`src/rtl/dram_timing_pkg.sv`:
```
package dram_timing_pkg;

    localparam int CLK_PERIOD_NS = 8;

    // Delay-line tap times from cycle start
    localparam int TAP_COUNT = 5;
    localparam int TAP_NS [TAP_COUNT] = '{35, 60, 150, 175, 235};
    localparam int TAP_FIRST = 0;
    localparam int TAP_SECOND = 1;
    localparam int TAP_THIRD = 2;
    localparam int TAP_FOURTH = 3;
    localparam int TAP_FIFTH = 4;
    localparam int TW = 9;

    // Least times round up
    function automatic logic [TW-1:0] ns_to_cycles_up(input int ns);
        return TW'((ns + CLK_PERIOD_NS - 1) / CLK_PERIOD_NS);
    endfunction

    // Default refresh interval is a longest time, so it rounds down
    localparam int REFRESH_INTERVAL_NS = 16000;
    localparam logic [11:0] REFRESH_INTERVAL_C = 12'(REFRESH_INTERVAL_NS / CLK_PERIOD_NS);
    // Quiet time after pSYNC before the default count may resume
    localparam int SYNC_HOLD_NS = 250;
    localparam logic [5:0] SYNC_HOLD_C = 6'((SYNC_HOLD_NS + CLK_PERIOD_NS - 1) / CLK_PERIOD_NS);

    // Register map
    localparam logic [31:0] CTRL_OFFSET = 32'h0000_0000;
    localparam logic [31:0] STATUS_OFFSET = 32'h0000_0004;
    localparam int CTRL_LONG_BIT = 0;
    localparam int CTRL_PHASE_BIT = 1;
    localparam int CTRL_WAIT_TYPE_BIT = 2;
    localparam int CTRL_WAIT_EN_BIT = 3;
    localparam int CTRL_STOP_TAP_BIT = 4;
    localparam int CTRL_WIDTH = 5;
    localparam logic [CTRL_WIDTH-1:0] CTRL_RESET = 5'h00;
    localparam int ST_EXT_CYCLE_BIT = 0;
    localparam int ST_REF_CYCLE_BIT = 1;
    localparam int ST_REF_ACTIVE_BIT = 2;
    localparam int ST_REF_REQ_BIT = 3;
    localparam int ST_EXT_REQ_BIT = 4;
    localparam int ST_CONFLICT_BIT = 5;
    localparam int ST_WAIT_BIT = 6;
    localparam int ST_SHIFTED_SYNC_BIT = 7;
    localparam int STATUS_WIDTH = 8;

    localparam logic [1:0] HTRANS_NONSEQ = 2'h2;
    localparam logic [1:0] MUX_ROW = 2'h0;
    localparam logic [1:0] MUX_COLUMN = 2'h1;
    localparam logic [1:0] MUX_REFRESH = 2'h2;

    typedef enum logic [1:0] {
        ARB_IDLE = 2'b00,
        ARB_EXT = 2'b01,
        ARB_REF = 2'b10
    } arb_state_t;

endpackage

```
`src/rtl/dram_cycle_timing_wait_control.sv`:
```
`timescale 1ns/10ps
`default_nettype none
module dram_cycle_timing_wait_control
    import dram_timing_pkg::*;
(
    input wire logic hclk,
    input wire logic hresetn,
    input wire logic hsel,
    input wire logic [31:0] haddr,
    input wire logic [1:0] htrans,
    input wire logic hwrite,
    input wire logic [2:0] hsize,
    input wire logic [31:0] hwdata,
    input wire logic hready,
    output logic [31:0] hrdata,
    output logic hreadyout,
    output logic hresp,
    input wire logic ext_trigger,
    input wire logic board_select,
    input wire logic m1_status,
    input wire logic mem_read_status,
    input wire logic psync,
    input wire logic phi2,
    input wire logic [3:0] bank_select,
    input wire logic [15:0] ram_dout,
    output logic ras_enable,
    output logic [3:0] ras_select,
    output logic refresh_enable,
    output logic refresh_active,
    output logic row_enable,
    output logic [1:0] addr_mux_sel,
    output logic cas_n,
    output logic bus_latch_hold,
    output logic [15:0] data_out,
    output logic ext_cycle,
    output logic ref_cycle,
    output logic stop_cycle_n,
    output logic rdy
);

    // Bus slave state
    logic [CTRL_WIDTH-1:0] ctrl_q, ctrl_d;
    logic wr_pend_q, wr_pend_d;
    logic [31:0] wr_addr_q, wr_addr_d;
    logic [31:0] hrdata_q, hrdata_d;
    logic [STATUS_WIDTH-1:0] status;
    logic addr_phase;

    // Cycle engine state
    arb_state_t arb_q, arb_d;
    logic [TW-1:0] timer_q, timer_d;
    logic [TW-1:0] len_q, len_d;
    logic running_q, running_d;
    logic ext_req_q, ext_req_d;
    logic ref_req_q, ref_req_d;
    logic ext_cycle_q, ext_cycle_d;
    logic tap1_prev_q, tap2_prev_q;
    logic [15:0] data_q, data_d;
    logic trig_prev_q, psync_prev_q, phi2_prev_q;
    logic shifted_sync_q, shifted_sync_d;
    logic [11:0] refresh_cnt_q, refresh_cnt_d;
    logic [5:0] sync_hold_q, sync_hold_d;
    logic wait_q, wait_d;
    logic conflict_q, conflict_d;
    logic ref_active_prev_q;

    // Registered outputs
    logic ras_enable_q, refresh_enable_q, refresh_active_q, row_enable_q, cas_n_q;
    logic bus_latch_hold_q, stop_cycle_n_q, rdy_q;
    logic [3:0] ras_select_q;
    logic [1:0] addr_mux_sel_q;

    logic [TAP_COUNT-1:0] tap;
    logic ext_lock, ref_lock, any_lock;
    logic stop_tap, long_hold, stop_now, ext_clear;
    logic ref_en_c, ref_act_c, cas_c;
    logic trig_rise, psync_rise, phi2_sel_edge;

    assign ext_lock = (arb_q == ARB_EXT);
    assign ref_lock = (arb_q == ARB_REF);
    assign any_lock = ext_lock | ref_lock;

    // Each tap repeats the lock pulse shifted by its delay; the width is only
    // known once the lock has ended, until then the tap simply stays high
    for (genvar i = 0; i < TAP_COUNT; i++) begin : g_tap
        localparam logic [TW-1:0] AT = ns_to_cycles_up(TAP_NS[i]);
        assign tap[i] = running_q && (timer_q >= AT)
            && (any_lock || ((timer_q - AT) < len_q));
    end

    assign stop_tap = ctrl_q[CTRL_STOP_TAP_BIT] ? tap[TAP_FOURTH] : tap[TAP_THIRD];
    assign long_hold = ctrl_q[CTRL_LONG_BIT] && ext_cycle_q && !mem_read_status
        && shifted_sync_q;
    // Once low, stop stays low until the selected tap falls
    assign stop_now = stop_tap && ((tap[TAP_FIFTH] && !long_hold) || !stop_cycle_n_q);
    assign ext_clear = stop_now && ext_cycle_q;
    assign ref_en_c = ref_lock || (tap[TAP_SECOND] && !ext_cycle_q);
    assign ref_act_c = ref_lock || (tap[TAP_FOURTH] && !ext_cycle_q);
    assign cas_c = tap[TAP_SECOND] && ext_cycle_q;
    assign trig_rise = ext_trigger && !trig_prev_q;
    assign psync_rise = psync && !psync_prev_q;
    assign phi2_sel_edge = ctrl_q[CTRL_PHASE_BIT] ? (!phi2 && phi2_prev_q)
        : (phi2 && !phi2_prev_q);

    // Arbiter, timer and requests
    always_comb begin
        arb_d = arb_q;
        timer_d = timer_q;
        len_d = len_q;
        running_d = running_q;
        ext_req_d = ext_req_q;
        ref_req_d = ref_req_q;
        ext_cycle_d = ext_cycle_q;
        data_d = data_q;
        if (running_q && timer_q != {TW{1'b1}}) begin
            timer_d = timer_q + 1'b1;
        end
        if (any_lock && len_q != {TW{1'b1}}) begin
            len_d = len_q + 1'b1;
        end
        if (running_q && !any_lock && !(|tap) && timer_q > len_q) begin
            running_d = 1'b0;
        end
        unique case (arb_q)
            ARB_IDLE: begin
                // Bus master request wins whenever both are pending
                if (stop_cycle_n_q && !stop_now && ext_req_q) begin
                    arb_d = ARB_EXT;
                end else if (stop_cycle_n_q && !stop_now && ref_req_q) begin
                    arb_d = ARB_REF;
                end
                if (arb_d != ARB_IDLE) begin
                    timer_d = '0;
                    len_d = '0;
                    running_d = 1'b1;
                end
            end
            ARB_EXT, ARB_REF: begin
                if (stop_now) begin
                    arb_d = ARB_IDLE;
                end
            end
            default: begin
                arb_d = ARB_IDLE;
            end
        endcase
        if (tap[TAP_FIRST] && !tap1_prev_q) begin
            ext_cycle_d = ext_lock;
        end
        if (!tap[TAP_SECOND] && tap2_prev_q && ext_cycle_q) begin
            data_d = ram_dout;
        end
        if (trig_rise) begin
            ext_req_d = 1'b1;
        end else if (ext_clear) begin
            ext_req_d = 1'b0;
        end
        if (ext_clear && m1_status) begin
            ref_req_d = 1'b1;
        end else if (refresh_cnt_q >= REFRESH_INTERVAL_C) begin
            ref_req_d = 1'b1;
        end else if (stop_now && !ext_cycle_q && !any_lock) begin
            ref_req_d = 1'b0;
        end else if (stop_now && ref_lock) begin
            ref_req_d = 1'b0;
        end
    end

    always_ff @(posedge hclk or negedge hresetn) begin
        if (!hresetn) begin
            arb_q <= ARB_IDLE;
            timer_q <= '0;
            len_q <= '0;
            running_q <= 1'b0;
            ext_req_q <= 1'b0;
            ref_req_q <= 1'b0;
            ext_cycle_q <= 1'b1;
            data_q <= '0;
            tap1_prev_q <= 1'b0;
            tap2_prev_q <= 1'b0;
        end else begin
            arb_q <= arb_d;
            timer_q <= timer_d;
            len_q <= len_d;
            running_q <= running_d;
            ext_req_q <= ext_req_d;
            ref_req_q <= ref_req_d;
            ext_cycle_q <= ext_cycle_d;
            data_q <= data_d;
            tap1_prev_q <= tap[TAP_FIRST];
            tap2_prev_q <= tap[TAP_SECOND];
        end
    end

    // Sync tracking, default refresh count, wait and conflict flops
    always_comb begin
        shifted_sync_d = shifted_sync_q;
        refresh_cnt_d = refresh_cnt_q;
        sync_hold_d = sync_hold_q;
        wait_d = wait_q;
        conflict_d = conflict_q;
        if (psync_rise) begin
            shifted_sync_d = 1'b1;
        end else if (!psync && phi2_sel_edge) begin
            shifted_sync_d = 1'b0;
        end
        if (psync) begin
            sync_hold_d = SYNC_HOLD_C;
        end else if (sync_hold_q != '0) begin
            sync_hold_d = sync_hold_q - 1'b1;
        end
        // Late refresh could slip past the ready sample point
        if (ref_lock) begin
            refresh_cnt_d = '0;
        end else if (!psync && sync_hold_q == '0 && refresh_cnt_q < REFRESH_INTERVAL_C) begin
            refresh_cnt_d = refresh_cnt_q + 1'b1;
        end
        if (psync_rise && board_select && ctrl_q[CTRL_WAIT_EN_BIT]
                && (ctrl_q[CTRL_WAIT_TYPE_BIT] || m1_status)) begin
            wait_d = 1'b1;
        end else if (ext_clear || (!psync && !shifted_sync_q && phi2_sel_edge)) begin
            wait_d = 1'b0;
        end
        if ((trig_rise || (arb_d == ARB_EXT && !ext_lock)) && ref_act_c) begin
            conflict_d = 1'b1;
        end else if (ext_clear) begin
            conflict_d = 1'b0;
        end else if (!ref_act_c && ref_active_prev_q && !ext_req_q) begin
            conflict_d = 1'b0;
        end
    end

    always_ff @(posedge hclk or negedge hresetn) begin
        if (!hresetn) begin
            shifted_sync_q <= 1'b0;
            refresh_cnt_q <= '0;
            sync_hold_q <= '0;
            wait_q <= 1'b0;
            conflict_q <= 1'b0;
            trig_prev_q <= 1'b0;
            psync_prev_q <= 1'b0;
            phi2_prev_q <= 1'b0;
            ref_active_prev_q <= 1'b0;
        end else begin
            shifted_sync_q <= shifted_sync_d;
            refresh_cnt_q <= refresh_cnt_d;
            sync_hold_q <= sync_hold_d;
            wait_q <= wait_d;
            conflict_q <= conflict_d;
            trig_prev_q <= ext_trigger;
            psync_prev_q <= psync;
            phi2_prev_q <= phi2;
            ref_active_prev_q <= ref_act_c;
        end
    end

    // Array-facing outputs, one flop each
    always_ff @(posedge hclk or negedge hresetn) begin
        if (!hresetn) begin
            ras_enable_q <= 1'b0;
            refresh_enable_q <= 1'b0;
            refresh_active_q <= 1'b0;
            row_enable_q <= 1'b1;
            cas_n_q <= 1'b1;
            bus_latch_hold_q <= 1'b0;
            stop_cycle_n_q <= 1'b1;
            rdy_q <= 1'b1;
            ras_select_q <= '0;
            addr_mux_sel_q <= MUX_ROW;
        end else begin
            ras_enable_q <= ext_lock || tap[TAP_FIRST];
            refresh_enable_q <= ref_en_c;
            refresh_active_q <= ref_act_c;
            row_enable_q <= !tap[TAP_FIRST];
            cas_n_q <= !cas_c;
            bus_latch_hold_q <= cas_c;
            stop_cycle_n_q <= !stop_now;
            rdy_q <= !(board_select && (wait_q || conflict_q));
            ras_select_q <= ref_en_c ? 4'hF : bank_select;
            addr_mux_sel_q <= ref_en_c ? MUX_REFRESH
                : (tap[TAP_FIRST] ? MUX_COLUMN : MUX_ROW);
        end
    end

    // AHB-Lite slave, zero wait states, always OKAY
    assign addr_phase = hsel && hready && (htrans == HTRANS_NONSEQ);
    assign status = {shifted_sync_q, wait_q, conflict_q, ext_req_q, ref_req_q,
        refresh_active_q, !ext_cycle_q, ext_cycle_q};

    always_comb begin
        ctrl_d = ctrl_q;
        wr_pend_d = addr_phase && hwrite;
        wr_addr_d = addr_phase ? haddr : wr_addr_q;
        hrdata_d = '0;
        if (wr_pend_q && wr_addr_q[7:0] == CTRL_OFFSET[7:0]) begin
            ctrl_d = hwdata[CTRL_WIDTH-1:0];
        end
        if (addr_phase && !hwrite) begin
            if (haddr[7:0] == CTRL_OFFSET[7:0]) begin
                hrdata_d = {{(32-CTRL_WIDTH){1'b0}}, ctrl_q};
            end else if (haddr[7:0] == STATUS_OFFSET[7:0]) begin
                hrdata_d = {{(32-STATUS_WIDTH){1'b0}}, status};
            end
        end
    end

    always_ff @(posedge hclk or negedge hresetn) begin
        if (!hresetn) begin
            ctrl_q <= CTRL_RESET;
            wr_pend_q <= 1'b0;
            wr_addr_q <= '0;
            hrdata_q <= '0;
        end else begin
            ctrl_q <= ctrl_d;
            wr_pend_q <= wr_pend_d;
            wr_addr_q <= wr_addr_d;
            hrdata_q <= hrdata_d;
        end
    end

    assign hrdata = hrdata_q;
    assign hreadyout = 1'b1;
    assign hresp = 1'b0;
    assign ras_enable = ras_enable_q;
    assign ras_select = ras_select_q;
    assign refresh_enable = refresh_enable_q;
    assign refresh_active = refresh_active_q;
    assign row_enable = row_enable_q;
    assign addr_mux_sel = addr_mux_sel_q;
    assign cas_n = cas_n_q;
    assign bus_latch_hold = bus_latch_hold_q;
    assign data_out = data_q;
    assign ext_cycle = ext_cycle_q;
    assign ref_cycle = !ext_cycle_q;
    assign stop_cycle_n = stop_cycle_n_q;
    assign rdy = rdy_q;

endmodule // dram_cycle_timing_wait_control
`default_nettype wire

```
`config.mk`:
```
export PLATFORM = sky130hd
export DESIGN_NAME = dram_cycle_timing_wait_control
export DESIGN_NICKNAME = d
export VERILOG_FILES = /design/src/rtl/dram_timing_pkg.sv /design/src/rtl/dram_cycle_timing_wait_control.sv
export SDC_FILE = /design/constraint.sdc
export NUM_CORES = 1
export LEC_CHECK = 0
export ABC_AREA = 1
export ABC_CLOCK_PERIOD_IN_PS = 2900
export BUFFER_PORTS_ARGS = -buffer_cell sky130_fd_sc_hd__buf_2
export CAP_MARGIN = 20
export CORE_MARGIN = 3
export CORE_UTILIZATION = 49
export DETAILED_ROUTE_END_ITERATION = 10
export HOLD_SLACK_MARGIN = 0.08
export PLACE_DENSITY = 0.88
export SYNTH_ARGS = -nofsm -noshare
export SYNTH_HDL_FRONTEND = slang
export SYNTH_SLANG_ARGS = --single-unit
```
`constraint.sdc`:
```
create_clock -name hclk -period 2.9 [get_ports hclk]
set_input_delay 0.725 -clock hclk [delete_from_list [all_inputs] [get_ports hclk]]
set_output_delay 0.725 -clock hclk [all_outputs]
set_load 0.005 [all_outputs]
```
======== After elaboration in Yosys (flattened, before gate mapping) ========
Cells that the tools add are included.
operators by class
  equal/unequal tests ..................... 7
  order comparisons ....................... 13
  mux-type cells .......................... 39
  $add $sub $neg .......................... 9
  bitwise gates (word level) .............. 1
  reduce and logical (&&, ||, !) cells .... 106
operators by type and width
  cell                     number
  $logic_and A1 B1 Y1      56
  $mux W9                  6
  $lt A9 B9 Y1             5
  $ge A9 B5 Y1 const B     3
  $sub A9 B5 Y9 const B    3
  $mux W12                 2
  $mux W8                  3
  $logic_not A1 Y1         22
  $mux W1                  19
  $add A9 B1 Y9 const B    2
  $ne A9 B9 Y1 const B     2
  $logic_not A8 Y1         2
  $logic_or A1 B1 Y1       13
  $add A12 B1 Y12 const B  1
  $ge A12 B11 Y1 const B   1
  $lt A12 B11 Y1 const B   1
  $mux W6                  2
  $reduce_bool A2 Y1       6
  $mux W2                  5
  $ge A9 B3 Y1 const B     1
  $ge A9 B4 Y1 const B     1
  $gt A9 B9 Y1             1
  $sub A9 B3 Y9 const B    1
  $sub A9 B4 Y9 const B    1
  14 further kinds         16
word-level totals
  input port bits ......................... 100
  output and inout bits ................... 66
  word-level logic and storage cells ...... 207
  register bits ........................... 126

======== Depth between registers and ports, before layout ========
Gate-level depths: netlist of the first run.
  depth after elaboration ................. 19
  mapped depth ............................ 26
  depth with buffers taken out ............ 25

======== Least setup slack after synthesis of the first run ========
Ideal clock, no wire load.
  path type ............................... register to register
  start ................................... register timer_q[3]
  end ..................................... register data_q[10] (netlist: data_out[10])
  cell stages (with the launch flop) ...... 19
  path buffers ............................ 2
  library setup time ...................... 0.125 ns
  arrival time ............................ 2.744 ns
  slack ................................... 0.032 ns
  path through ............................ dfrtp_1 buf_2 inv_1 ha_1 inv_1 o21ai_0 o21ai_0 ha_1 nand2_1 nor2_1 nand3_1 o2111ai_1 nand2_1 nand2_1 nor2_1 inv_1 nand3_2 buf_2 mux2_2
between the ends
  longest elaborated chain between the ends .. 7
  elaborated cells on any way between the ends .. 9
ends and longest elaborated chain
  what                                  RTL line                               text
  start, declared                       dram_cycle_timing_wait_control.sv:51   logic [TW-1:0] timer_q, timer_d;
  start signal, assigned                dram_cycle_timing_wait_control.sv:183  timer_q <= timer_d;
  $sub A9 B4 Y9                         dram_cycle_timing_wait_control.sv:88   && (any_lock || ((timer_q - AT) < len_q));
  $lt A9 B9 Y1                          dram_cycle_timing_wait_control.sv:88
  $logic_or A1 B1 Y1                    dram_cycle_timing_wait_control.sv:88
  $logic_and A1 B1 Y1 (*)               dram_cycle_timing_wait_control.sv:88
  via tap[1]                            dram_cycle_timing_wait_control.sv:73   logic [TAP_COUNT-1:0] tap;
  $logic_not A1 Y1 (*)                  dram_cycle_timing_wait_control.sv:150  if (!tap[TAP_SECOND] && tap2_prev_q && ext_cycle_q) begin
  $logic_and A1 B1 Y1 (*) (2 in a row)  dram_cycle_timing_wait_control.sv:150
  end signal, assigned                  dram_cycle_timing_wait_control.sv:189  data_q <= data_d;
  end, declared                         dram_cycle_timing_wait_control.sv:58   logic [15:0] data_q, data_d;
The timed path passes the listed nets; every way through them passes the cells marked *.
A chain may end at the register's enable or synchronous reset.

======== Worst setup path in the final report of the first run ========
  start ................................... register timer_q[1]
  end ..................................... register len_q[0]
between the ends
  longest elaborated chain between the ends .. 16
  elaborated cells on any way between the ends .. 32
ends and longest elaborated chain
  what                     RTL line                                                                      text
  $sub A9 B5 Y9            dram_cycle_timing_wait_control.sv:88
  $lt A9 B9 Y1             dram_cycle_timing_wait_control.sv:88
  $logic_or A1 B1 Y1       dram_cycle_timing_wait_control.sv:88
  $logic_and A1 B1 Y1      dram_cycle_timing_wait_control.sv:88
  $logic_and A1 B1 Y1      dram_cycle_timing_wait_control.sv:95                                          assign stop_now = stop_tap && ((tap[TAP_FIFTH] && !long_hold) || !stop_cycle_n_q);
  $logic_or A1 B1 Y1       dram_cycle_timing_wait_control.sv:95
  $logic_and A1 B1 Y1 (*)  dram_cycle_timing_wait_control.sv:95
  $logic_not A1 Y1 (*)     dram_cycle_timing_wait_control.sv:127, dram_cycle_timing_wait_control.sv:129
  $logic_and A1 B1 Y1 (*)  dram_cycle_timing_wait_control.sv:127, dram_cycle_timing_wait_control.sv:129
  $logic_and A1 B1 Y1      dram_cycle_timing_wait_control.sv:129                                         end else if (stop_cycle_n_q && !stop_now && ref_req_q) begin
  $mux W2                  dram_cycle_timing_wait_control.sv:129
  $mux W2 (*)              dram_cycle_timing_wait_control.sv:127                                         if (stop_cycle_n_q && !stop_now && ext_req_q) begin
  $mux W2 (*)              dram_cycle_timing_wait_control.sv:124                                         unique case (arb_q)
  $reduce_bool A2 Y1 (*)   dram_cycle_timing_wait_control.sv:132                                         if (arb_d != ARB_IDLE) begin
  $mux W9 (*)              dram_cycle_timing_wait_control.sv:132
  $mux W9 (*)              dram_cycle_timing_wait_control.sv:124
  via len_d[0]             dram_cycle_timing_wait_control.sv:52                                          logic [TW-1:0] len_q, len_d;
  end signal, assigned     dram_cycle_timing_wait_control.sv:184                                         len_q <= len_d;
  end, declared            dram_cycle_timing_wait_control.sv:52
The timed path passes the listed nets; every way through them passes the cells marked *. The select of a mux whose other input is x is not followed.

==> results of run 1 <==
==> worst max-delay path: cells and delay by family (launching register included) <==
| family | cells | cell delay (ps) |
|---|---|---|
| AOI/OAI and AO/OA | 2 | 250 |
| adders and majority gates | 2 | 530 |
| buffers and inverters | 2 | 240 |
| and+or+nand+nor | 15 | 1500 |
| DFF | 1 | 500 |
==> sequential cells by signal, summed over array words and instances, names as in the netlist, 2 cells and up <==
name and count:
addr_mux_sel 2, arb_q 2, ctrl_q 5, data_out 16, hrdata 8, len_q 9, ras_select 4, refresh_cnt_q 12
sync_hold_q 6, timer_q 9, wr_addr_q 8
==> where the power goes <==
group          switching (mW)  internal, mW
Clock                   0.590         0.596
Sequential              0.324          1.80
Combinational            2.28          1.81
==> through the flow <==
| step | area (um^2) | total power, mW |
|---|---|---|
| floorplan | 6550 | 3.96 |
| global placement | 7460 | 5.02 |
| detailed placement | 7460 | 5.18 |
| CTS | 7920 | 6.55 |
| global route | 8340 | 7.85 |
| finish | 8340 | 7.40 |
==> synthesized netlist by cell type (all sizes together) (8+ instances only) <==
| library cell | number |
|---|---|
| nor2 | 81 |
| a21oi | 46 |
| buf | 32 |
| nand3 | 31 |
| xor2 | 27 |
| ha | 69 |
| o21ai | 32 |
| nand2 | 147 |
| dfrtp | 96 |
| nor3 | 16 |
| inv | 105 |
| mux2 | 20 |
| a211oi | 8 |
==> cell type report <==
class / count / area [um^2]
fill: 853 / 4430
multi-input combinational: 543 / 3810
timing repair buffer: 162 / 1080
tap: 172 / 215
clock inverter: 7 / 58.8
clock buffer: 9 / 225
inverter: 105 / 414
sequential: 101 / 2540
==> kinds of logic after synthesis <==
family | after synthesis | synth area share, %
flops | 101 | 39.3
fa+ha+maj | 69 | 13.4
xor+xnor | 29 | 3.93
buf+inv | 141 | 10.1
other cells | 2 | 0.116
mux | 20 | 3.49
compound gates | 104 | 9.30
simple gates | 295 | 20.4
==> what timing repair did <==
item / in CTS / in global routing
resized for setup: 54 / 88
pin swaps: 8 / 29
cloned: 0 / 1
endpoints found under the setup margin: 51 / 52
buffers inserted: 2 / 10
==> layer usage <==
metal	track usage, %	part of all wire, %
met2	41.6	49
met5	0	0
met3	6.50	8.4
met1	27.4	35
met4	11.0	7.6
==> path summary, 6_finish.rpt <==
| kind | from | end | cells after the start |
|---|---|---|---|
| worst max-delay path | timer_q[1]$_DFF_PN0_ | len_q[0]$_DFF_PN0_ | 21 |
| worst min-delay path | hresetn | len_q[6]$_DFF_PN0_ | 1 |
| worst max register to register | timer_q[1]$_DFF_PN0_ | len_q[0]$_DFF_PN0_ | 21 |
| worst min register to register | trig_prev_q$_DFF_PN0_ | ext_req_q$_DFFE_PN0P_ | 1 |
| max in group asynchronous | hresetn | row_enable$_DFF_PN1_ | 2 |
| min in group hclk | trig_prev_q$_DFF_PN0_ | ext_req_q$_DFFE_PN0P_ | 1 |
==> summary.md, run 1 <==
| Metric | Value |
|---|---|
| Status | `complete, but fails checks` |
| Failing checks | `negative setup slack` |
| Setup TNS | `-4790 ps` |
| Async set or reset register ratio after synthesis | `100%` |
| Worst-path fanout max | `12` |
| Fin. Hold Viols | `0` |
| CTS Buffer Depth | `2` |
| Die Area | `approximately 15000 um^2` |
| Final Core Density | `between 60% and 70%` |
| Worst hold slack | `between 300 and 400 ps` |
| Fmax | `320 MHz` |
| Average cell area after synthesis | `8.48 um^2` |
| CTS Hold Bufs | `0` |
| Slew Limit Fails | `0` |
| Num rows | `between 40 and 50` |
| Commonest cells after routing, fill and taps aside | `122 x nand2_1, 93 x dfrtp_1, 90 x inv_1, 84 x buf_2, 68 x buf_4` |
| Gpl congestion | `0.997` |
| Worst Path Arrival | `between 3000 and 4000 ps` |
| Initial antenna violation count | `0` |
| Die H | `121 um` |
| Min Clock Period, post-route | `roughly 3100 ps` |
| Core footprint | `roughly 13000 um^2` |
| Max_slew headroom | `between 60 and 70%` |
| Setup crit start kind | `flop` |
| Worst slew pin tran | `~570 ps` |
| Synth area leaders | `dfrtp_1 37%, ha_1 13%, nand2_1 8.2%` |
| GRT Overall Usage | `about a quarter` |
| DR iter-0 viols | `approximately 600` |
| PwrDens | `between 800 and 900 nW/um^2` |
| Post-DP HPWL | `12.2 mm` |
| Max cap viols | `0` |
| Fin cells | `around 1.1k` |
| Dpl ws | `-193 ps` |
| Critical Path End Type | `flop` |
| Cell Area, Synth | `~6500 um^2` |
| Starting density of the core | `between 50% and 60%` |
| Maximum vdd drop | `0.000586 V` |
| Slack of the critical path | `-225 ps` |
| Critical path type | `flop to flop` |
| Sequential share of the synthesized area | `a little under 40%` |
| Global route overflow | `0` |
| Io pins | `approximately 170` |
| Biggest area consumer among synthesized cells | `dfrtp_1` |
| Critical Path Slowest Stage Cell | `dfrtp_2` |
| Yosys Warn Count | `0` |
| Chip Width | `between 100 and 150 um` |
| Yosys top cell area share | `37.2%` |
| Register clock-pin slew on the reported worst setup and hold paths | `around 80 ps` |
| Clock skew | `about 15 ps` |
| Leakage power | `roughly 4.2 nW` |
| R2r setup slk | `-230 ps` |
| DR vias/cell | `about 5.7` |
| Total CTS buffers | `9` |
| Vias post-DR | `~6.3k` |
| Worst path cell trace | `ha_4, nand2_1, inv_1, o21ai_1, o21ai_1, ha_1, nand2_2, nor2_2, nand3_1, nand3_2, nand2_2, nand3_2, nand2_2, nand2_4, nand3_4, nand2_2, nand2_2, nand2_4, nand2_8, buf_4, nor3_2` |
| Most common cell after layout, fill and taps aside | `nand2_1` |
| Skew-Pair Late Insertion Delay | `~370 ps` |
| Placed Cells | `1071` |
| Fin crit share | `108%` |
| Vias in the first global route | `just under 6k` |
| 1st-pass router iterations | `5` |
| Clock sink count | `101` |
| Share of layout cells above drive strength 1 | `roughly a third` |
| Number of diodes | `0` |
| Yosys cell types | `between 40 and 50` |
| Post-Syn Instances | `approximately 760` |
| Seq cells post-synth | `about 100` |
| Synth-to-Final Area Change | `29.2%` |
| Root Driver | `clkbuf_16` |
| Number of flops mapped to enable cells by yosys | `0` |
| Unrepaired setup endpoints after global routing | `true` |
| Largest net degree at the start of global routing | `59` |
| Port Buffer Count | `between 80 and 90` |
| Crit path top cell by count | `nand2_2` |
| Primary FF master, synth | `dfrtp_1` |
| DRT antenna net count | `0` |
| First-pass GRT wire length | `between 20 and 30 mm` |
| Nets@finish | `around 1.1k` |
| CP max stage delay | `~500 ps` |
| TritonCTS clock tree | `done` |
| HP Class | `input pin to asynchronous set/reset pin` |
| H-Tree Depth | `3` |
| DR WL/cell | `19.1 um` |
| Final setup vio count | `47` |
| Worst EP required | `3180 ps` |
| Residual DRC count | `0` |
| Total Wirelength | `approximately 21 mm` |
No activity file was read; power rests on OpenSTA's default activity.
==> run 2, diff against run 1 <==
--- a/config.mk
+++ b/config.mk
@@ -5,15 +5,16 @@
 export SDC_FILE = /design/constraint.sdc
 export NUM_CORES = 1
 export LEC_CHECK = 0
-export ABC_AREA = 1
 export ABC_CLOCK_PERIOD_IN_PS = 2900
 export BUFFER_PORTS_ARGS = -buffer_cell sky130_fd_sc_hd__buf_2
 export CAP_MARGIN = 20
+export CORE_ASPECT_RATIO = 1.25
 export CORE_MARGIN = 3
 export CORE_UTILIZATION = 49
 export DETAILED_ROUTE_END_ITERATION = 10
 export HOLD_SLACK_MARGIN = 0.08
 export PLACE_DENSITY = 0.88
+export SKIP_CTS_REPAIR_TIMING = 1
 export SYNTH_ARGS = -nofsm -noshare
 export SYNTH_HDL_FRONTEND = slang
 export SYNTH_SLANG_ARGS = --single-unit
==> run 2 against run 1 <==
The flow still finishes with violations (negative setup slack). Sequential power is 8% lower. Clock-buffer cell count is 1 higher. Combinational power is 34% lower. Non-clock buffer count is 7 lower. Final cell count is 15% lower. Via count is 13% lower. Register-to-register slack worse by 380 ps. Highest routed layer unchanged.
==> summary.md, run 2 <==
| Metric | Value |
|---|---|
| Comb power frac | `45.5%` |
| Synth cell count leaders | `96 x dfrtp_1, 69 x ha_1, 56 x nor2_1` |
| Register clock-pin slew on the reported worst setup and hold paths | `approximately 80 ps` |
| Leakage power | `between 3 and 4 nW` |
| Number of diodes | `0` |
| Clock skew | `16.2 ps` |
| First-pass GRT wire length | `about 24 mm` |
| Sw frac | `a little under two fifths` |
| Maximum vdd drop | `0.000364 V` |
| Most frequent cell after synthesis | `dfrtp_1` |
| Vias post-DR | `around 5.5k` |
| Die Area | `14300 um^2` |
| Storage cell area | `2540 um^2` |
| Port Buffer Count | `between 80 and 90` |
| Fin crit share | `121%` |
| Min Clock Period, post-route | `about 3500 ps` |
| Synth-to-Final Area Change | `25.2%` |
| Vias in the first global route | `approximately 5.3k` |
| Mux contribution to synthesized area | `under 10%` |
| Sequential share of the synthesized area | `roughly 40%` |
| Share of layout cells above drive strength 1 | `35.2%` |
| Critical path type | `flop to flop` |
| Starting density of the core | `between 50 and 60%` |
| Total Wirelength | `18.1 mm` |
| Adder and majority gate portion of the synthesized area | `13.7%` |
| Int Pwr | `approximately 3.7 mW` |
| DR vias/cell | `a little under 6` |
| Compound-gate portion of the synthesized area | `about 10%` |
| Setup crit start kind | `flop` |
| R2r setup slk | `-600 ps` |
| 1st-pass router iterations | `5` |
| Unrepaired setup endpoints after global routing | `true` |
| Worst hold slack | `about 340 ps` |
| Core footprint | `roughly 12000 um^2` |
| Yosys Warn Count | `0` |
| Seq cells post-synth | `between 100 and 150` |
| Clock power frac | `21.4%` |
| Post-Synth Simple-Gate Area | `between 15 and 20%` |
| Slack of the critical path | `-603 ps` |
| Average cell area after synthesis | `a little over 10 um^2` |
| Post-Syn Instances | `slightly above 600` |
| DR iter-0 viols | `between 400 and 500` |
| CTS Buffer Depth | `2` |
| Multi-input combinational cell area | `between 3000 and 4000 um^2` |
| Post-DP HPWL | `roughly 11 mm` |
| Final instance area | `~8000 um^2` |
| Sw Pwr | `~2.3 mW` |
| Gpl congestion | `about 0.94` |
| Fmax | `roughly 290 MHz` |
| Fill cells | `between 800 and 900` |
| Clock sink count | `~100` |
| Synth area leaders | `dfrtp_1 38%, ha_1 14%, mux2_2 5.3%` |
| Post-Synth XOR/XNOR Area | `under 10%` |
| Initial antenna violation count | `0` |
| Worst-path fanout max | `7` |
| Cell Area, Synth | `roughly 6300 um^2` |
| Max cap viols | `0` |
| HP Class | `input pin to asynchronous set/reset pin` |
| H-Tree Depth | `3` |
| Main combinational cell family by area after synthesis | `simple AND/OR/NAND/NOR gates` |
| Nets@finish | `roughly 940` |
| Worst EP required | `roughly 3200 ps` |
| Final Core Density | `about 64%` |
| Largest net degree at the start of global routing | `45` |
| Setup TNS | `-15290 ps` |
| Worst Path Arrival | `approximately 3800 ps` |
| Yosys top cell area share | `a little under two fifths` |
| Biggest area consumer among synthesized cells | `dfrtp_1` |
| Yosys cell types | `62` |
| Max_slew headroom | `a little under three fifths` |
| Fin. Hold Viols | `0` |
| GRT Overall Usage | `21.3%` |
| Primary FF master, synth | `dfrtp_1` |
| Overall power | `just under 6 mW` |
| Commonest cells after routing, fill and taps aside | `91 x dfrtp_1, 84 x buf_2, 64 x ha_1, 64 x buf_4, 55 x nor2_1` |
| Placed cell area | `roughly 7300 um^2` |
| DR WL/cell | `19.4 um` |
| Io pins | `approximately 170` |
| Worst slew pin tran | `between 600 and 700 ps` |
| Sequential share of power | `33.0%` |
| Num rows | `45` |
| PwrDens | `between 700 and 800 nW/um^2` |
| Failing checks | `negative setup slack` |
| Max reg flops | `16` |
| Critical Path End Type | `flop` |
| Total CTS buffers | `9` |
| Number of flops mapped to enable cells by yosys | `0` |
| Status | `complete, but fails checks` |
| Residual DRC count | `0` |
| Root Driver | `clkbuf_16` |
| Global route overflow | `0` |
| TritonCTS clock tree | `done` |
| Chip Width | `~110 um` |
| DRT antenna net count | `0` |
| Final setup vio count | `47` |
| Most common cell after layout, fill and taps aside | `dfrtp_1` |
| Skew-Pair Late Insertion Delay | `roughly 370 ps` |
| Async set or reset register ratio after synthesis | `100%` |
| Slew Limit Fails | `0` |
| Die H | `about 130 um` |
## run 2: changes by cell type after synthesis, sizes merged, moves of 15 or more
cell,change
xnor2,+35
o21ai,-21
nor2,-15
inv,-66
nand3,-18
a21oi,-18
nand2,-110
## run 2: kinds of logic after synthesis
family          count (synthesis)
simple gates                  187
flops                         101
xor+xnor                       54
mux                            38
other cells                     2
buf+inv                        84
fa+ha+maj                      69
compound gates                 87
## run 2: cell type report
cell class,count,area share (%)
Clock buffer,10,2.89
Clock inverter,6,1.03
Timing Repair Buffer,155,12.8
Sequential cell,101,32.1
Inverter,40,2.01
Multi-Input combinational cell,461,46.6
Tap cell,164,2.59
## run 2: final timing paths
path | startpoint | end | cells after the start
setup / recovery | timer_q[1]$_DFF_PN0_ | timer_q[7]$_DFF_PN0_ | 16
hold / removal | hresetn | refresh_cnt_q[5]$_DFFE_PN0P_ | 1
setup reg to reg | timer_q[1]$_DFF_PN0_ | timer_q[7]$_DFF_PN0_ | 16
hold reg to reg | trig_prev_q$_DFF_PN0_ | ext_req_q$_DFFE_PN0P_ | 1
max in group asynchronous | hresetn | row_enable$_DFF_PN1_ | 2
min in group hclk | trig_prev_q$_DFF_PN0_ | ext_req_q$_DFFE_PN0P_ | 1
## run 2: metrics by stage
stage                     cells  worst slack (ps)
after detailed placement    914              -385
final                       937              -603
after global placement      914              -368
after floorplan             646              -144
after CTS                   930              -443
after global routing        937              -629
## run 2: power by group through the flow
stage	Combinational [mW]	Clock, mW	Sequential (mW)
final	2.71	1.27	1.96
after global routing	2.94	1.33	1.99
after CTS	2.36	1.27	1.94
after detailed placement	2.33	0	1.96
after global placement	2.23	0	1.94
after floorplan	1.52	0	1.92
## run 2: critical path, cell delays in order, from the launching register on
cell and delay [ps]:
dfrtp_2 500, ha_4 220, a21oi_4 200, nand2_2 100, xnor2_2 150, ha_1 300, and3_4 200, nand4_1 90
o211ai_1 340, a211oi_2 140, buf_4 190, o21bai_4 260, o211ai_4 120, a31oi_4 240, buf_12 160, buf_8 120
nor2_2 40
## run 2: routing by layer
metal	GRT usage [%]	part of all wire, %	up-vias	wire (um)
met1	23.4	35	2644	6380
li1	-	-	2391	-
met4	12.4	5.6	0	1020
met5	0	0	-	0
met3	3.47	8.0	94	1440
met2	38.0	51	347	9300
==> run 3, diff against run 2 <==
--- a/config.mk
+++ b/config.mk
@@ -12,8 +12,9 @@
 export CORE_MARGIN = 3
 export CORE_UTILIZATION = 49
 export DETAILED_ROUTE_END_ITERATION = 10
+export GPL_TIMING_DRIVEN = 0
 export HOLD_SLACK_MARGIN = 0.08
-export PLACE_DENSITY = 0.88
+export PLACE_DENSITY = 0.84
 export SKIP_CTS_REPAIR_TIMING = 1
 export SYNTH_ARGS = -nofsm -noshare
 export SYNTH_HDL_FRONTEND = slang
==> run 3 against run 2 <==
The flow still finishes with violations (negative setup slack). Clock power shrank 9%. Fmax is essentially flat. Power grew 0.35%. Non-clock buffer count grew 8.
==> summary.md, run 3 (synthesis gave the netlist of run 2 again) <==
| Metric | Value |
|---|---|
| Worst EP required | `~3200 ps` |
| Die H | `between 100 and 150 um` |
| Num rows | `45` |
| Slack of the critical path | `-605 ps` |
| Clock skew | `around 17 ps` |
| Vias in the first global route | `about 5k` |
| PwrDens | `739 nW/um^2` |
| Worst reg2reg endpoint | `conflict_q$_DFFE_PN0P_` |
| CP Depth | `14` |
| Worst Path Arrival | `approximately 3800 ps` |
| R2r setup slk | `-610 ps` |
| Placed cell area | `7140 um^2` |
| Critical Path End Type | `flop` |
| Critical path type | `flop to flop` |
| Fin. Hold Viols | `0` |
| Clock sink count | `a little over 100` |
| Register clock-pin slew on the reported worst setup and hold paths | `about 80 ps` |
| Final setup vio count | `26` |
| Gpl congestion | `between 0.9 and 1` |
| Chip Width | `about 110 um` |
| Global route overflow | `0` |
| 1st-pass router iterations | `5` |
| H-Tree Depth | `3` |
| Residual DRC count | `0` |
| Post-DP HPWL | `11.3 mm` |
| CP max stage delay | `roughly 450 ps` |
| Core footprint | `approximately 12000 um^2` |
| Worst Path Buf+Inv | `2` |
| Unrepaired setup endpoints after global routing | `true` |
| Slew Limit Fails | `0` |
| Initial antenna violation count | `0` |
| Critical Path Slowest Stage Cell | `dfrtp_2` |
| Nets@finish | `between 900 and 1k` |
| Largest net degree at the start of global routing | `63` |
| Die Area | `roughly 14000 um^2` |
| DR iter-0 viols | `278` |
| Fill cells | `around 900` |
| Synth-to-Final Area Change | `27.7%` |
| Io pins | `between 150 and 200` |
| Cell family with most CP delay | `compound AO/OA/AOI/OAI gates` |
| Most common cell after layout, fill and taps aside | `dfrtp_1` |
| Worst Setup EP | `conflict_q$_DFFE_PN0P_` |
| GRT Overall Usage | `about a fifth` |
| Worst slew pin tran | `between 700 and 800 ps` |
| DR vias/cell | `~5.5` |
| TritonCTS clock tree | `done` |
| Fmax | `between 200 and 300 MHz` |
| Root Driver | `clkbuf_16` |
| Fin crit share | `121%` |
| FF-to-FF Start | `timer_q[2]$_DFF_PN0_` |
| Final instance area | `8070 um^2` |
| Number of diodes | `0` |
| HP Class | `input pin to asynchronous set/reset pin` |
| Max cap viols | `0` |
| Failing checks | `negative setup slack` |
| DRT antenna net count | `0` |
| Max reg flops | `16` |
| Total Wirelength | `around 17 mm` |
| CTS Buffer Depth | `2` |
| Worst-path fanout max | `7` |
| Leakage power | `3.84 nW` |
| Total CTS buffers | `9` |
| Final Core Density | `about two thirds` |
| Skew-Pair Late Insertion Delay | `350 ps` |
| Starting density of the core | `between 50 and 60%` |
| CP startpoint | `timer_q[2]$_DFF_PN0_` |
| Vias post-DR | `roughly 5.2k` |
| Setup crit start kind | `flop` |
| Port Buffer Count | `84` |
| Worst path cell trace | `buf_8, buf_4, and3_4, a21oi_2, xor2_1, ha_1, nand4_1, a2111oi_4, a211oi_2, o211ai_1, o21bai_4, a311oi_2, o31ai_4, o41ai_2` |
| Overall power | `around 6.0 mW` |
| Share of layout cells above drive strength 1 | `approximately 36%` |
| Max_slew headroom | `a little under 50%` |
| Min Clock Period, post-route | `3510 ps` |
| Commonest cells after routing, fill and taps aside | `91 x dfrtp_1, 86 x buf_2, 61 x ha_1, 53 x buf_4, 51 x nor2_1` |
| First-pass GRT wire length | `approximately 24 mm` |
| Maximum vdd drop | `roughly 0.00035 V` |
| Status | `complete, but fails checks` |
| DR WL/cell | `~18 um` |
| Cells on worst reg2reg path | `14` |
## run 3: changes by cell type in the layout (fill, tap and decap cells not counted), moves of 4 or more
cell,before,now
buf_4,64,53
buf_6,3,12
clkbuf_1,1,7
nor2_1,55,51
## run 3: layer usage
layer / wire length, um / share of wire [%] / track usage [%] / vias up
li1: - / - / - / 2431
met1: 6580 / 39 / 26.2 / 2504
met2: 8840 / 52 / 35.3 / 220
met3: 910 / 5.3 / 3.71 / 59
met4: 721 / 4.2 / 9.82 / 0
met5: 0 / 0 / 0 / -
## run 3: metrics by stage
stage / hold slack [ps] / cells / setup slack (ps) / setup TNS (ps)
floorplan: 405 / 646 / -144 / -1120
global placement: 435 / 894 / -704 / -20440
detailed placement: 462 / 895 / -680 / -20100
CTS: 352 / 911 / -731 / -22270
global route: 373 / 946 / -651 / -15580
finish: 340 / 946 / -605 / -12250
## run 3: area by class of cell
| cell class | count | area [um^2] | area share (%) |
|---|---|---|---|
| buffer | 43 | 325 | 4.03 |
| sequential | 101 | 2540 | 31.5 |
| clock buffer | 11 | 233 | 2.88 |
| inverter | 40 | 180 | 2.23 |
| clock inverter | 5 | 42.5 | 0.527 |
| tap | 164 | 205 | 2.54 |
| timing repair buffer | 120 | 777 | 9.63 |
| multi-input combinational | 462 | 3770 | 46.7 |
## run 3: report_power, final
| part | internal [mW] | total, mW | switching, mW |
|---|---|---|---|
| sequential | 1.71 | 1.94 | 0.228 |
| combinational | 1.32 | 2.86 | 1.54 |
| clock | 0.597 | 1.16 | 0.567 |
| total | 3.63 | 5.97 | 2.34 |
## run 3: worst register-to-register path, delay by kind of cell (launching register included)
kind | cells | cell delay [ps]
adders and majority gates | 1 | 270
and+or+nand+nor | 2 | 390
buffers and inverters | 2 | 300
xor gates and xnor gates | 1 | 190
DFF | 1 | 450
AOI/OAI and AO/OA | 8 | 1780
## run 3: worst min-delay path by stage
stage | from | to | slack, ps | depth (start not counted)
final | hresetn | wr_addr_q[0]$_DFFE_PN0P_ | 340 | 1
after global routing | hresetn | wr_addr_q[0]$_DFFE_PN0P_ | 370 | 1
after CTS | hresetn | wr_addr_q[0]$_DFFE_PN0P_ | 350 | 1
after detailed placement | trig_prev_q$_DFF_PN0_ | ext_req_q$_DFFE_PN0P_ | 460 | 1
after global placement | trig_prev_q$_DFF_PN0_ | ext_req_q$_DFFE_PN0P_ | 430 | 1
after floorplan | conflict_q$_DFFE_PN0P_ | rdy$_DFF_PN1_ | 400 | 1
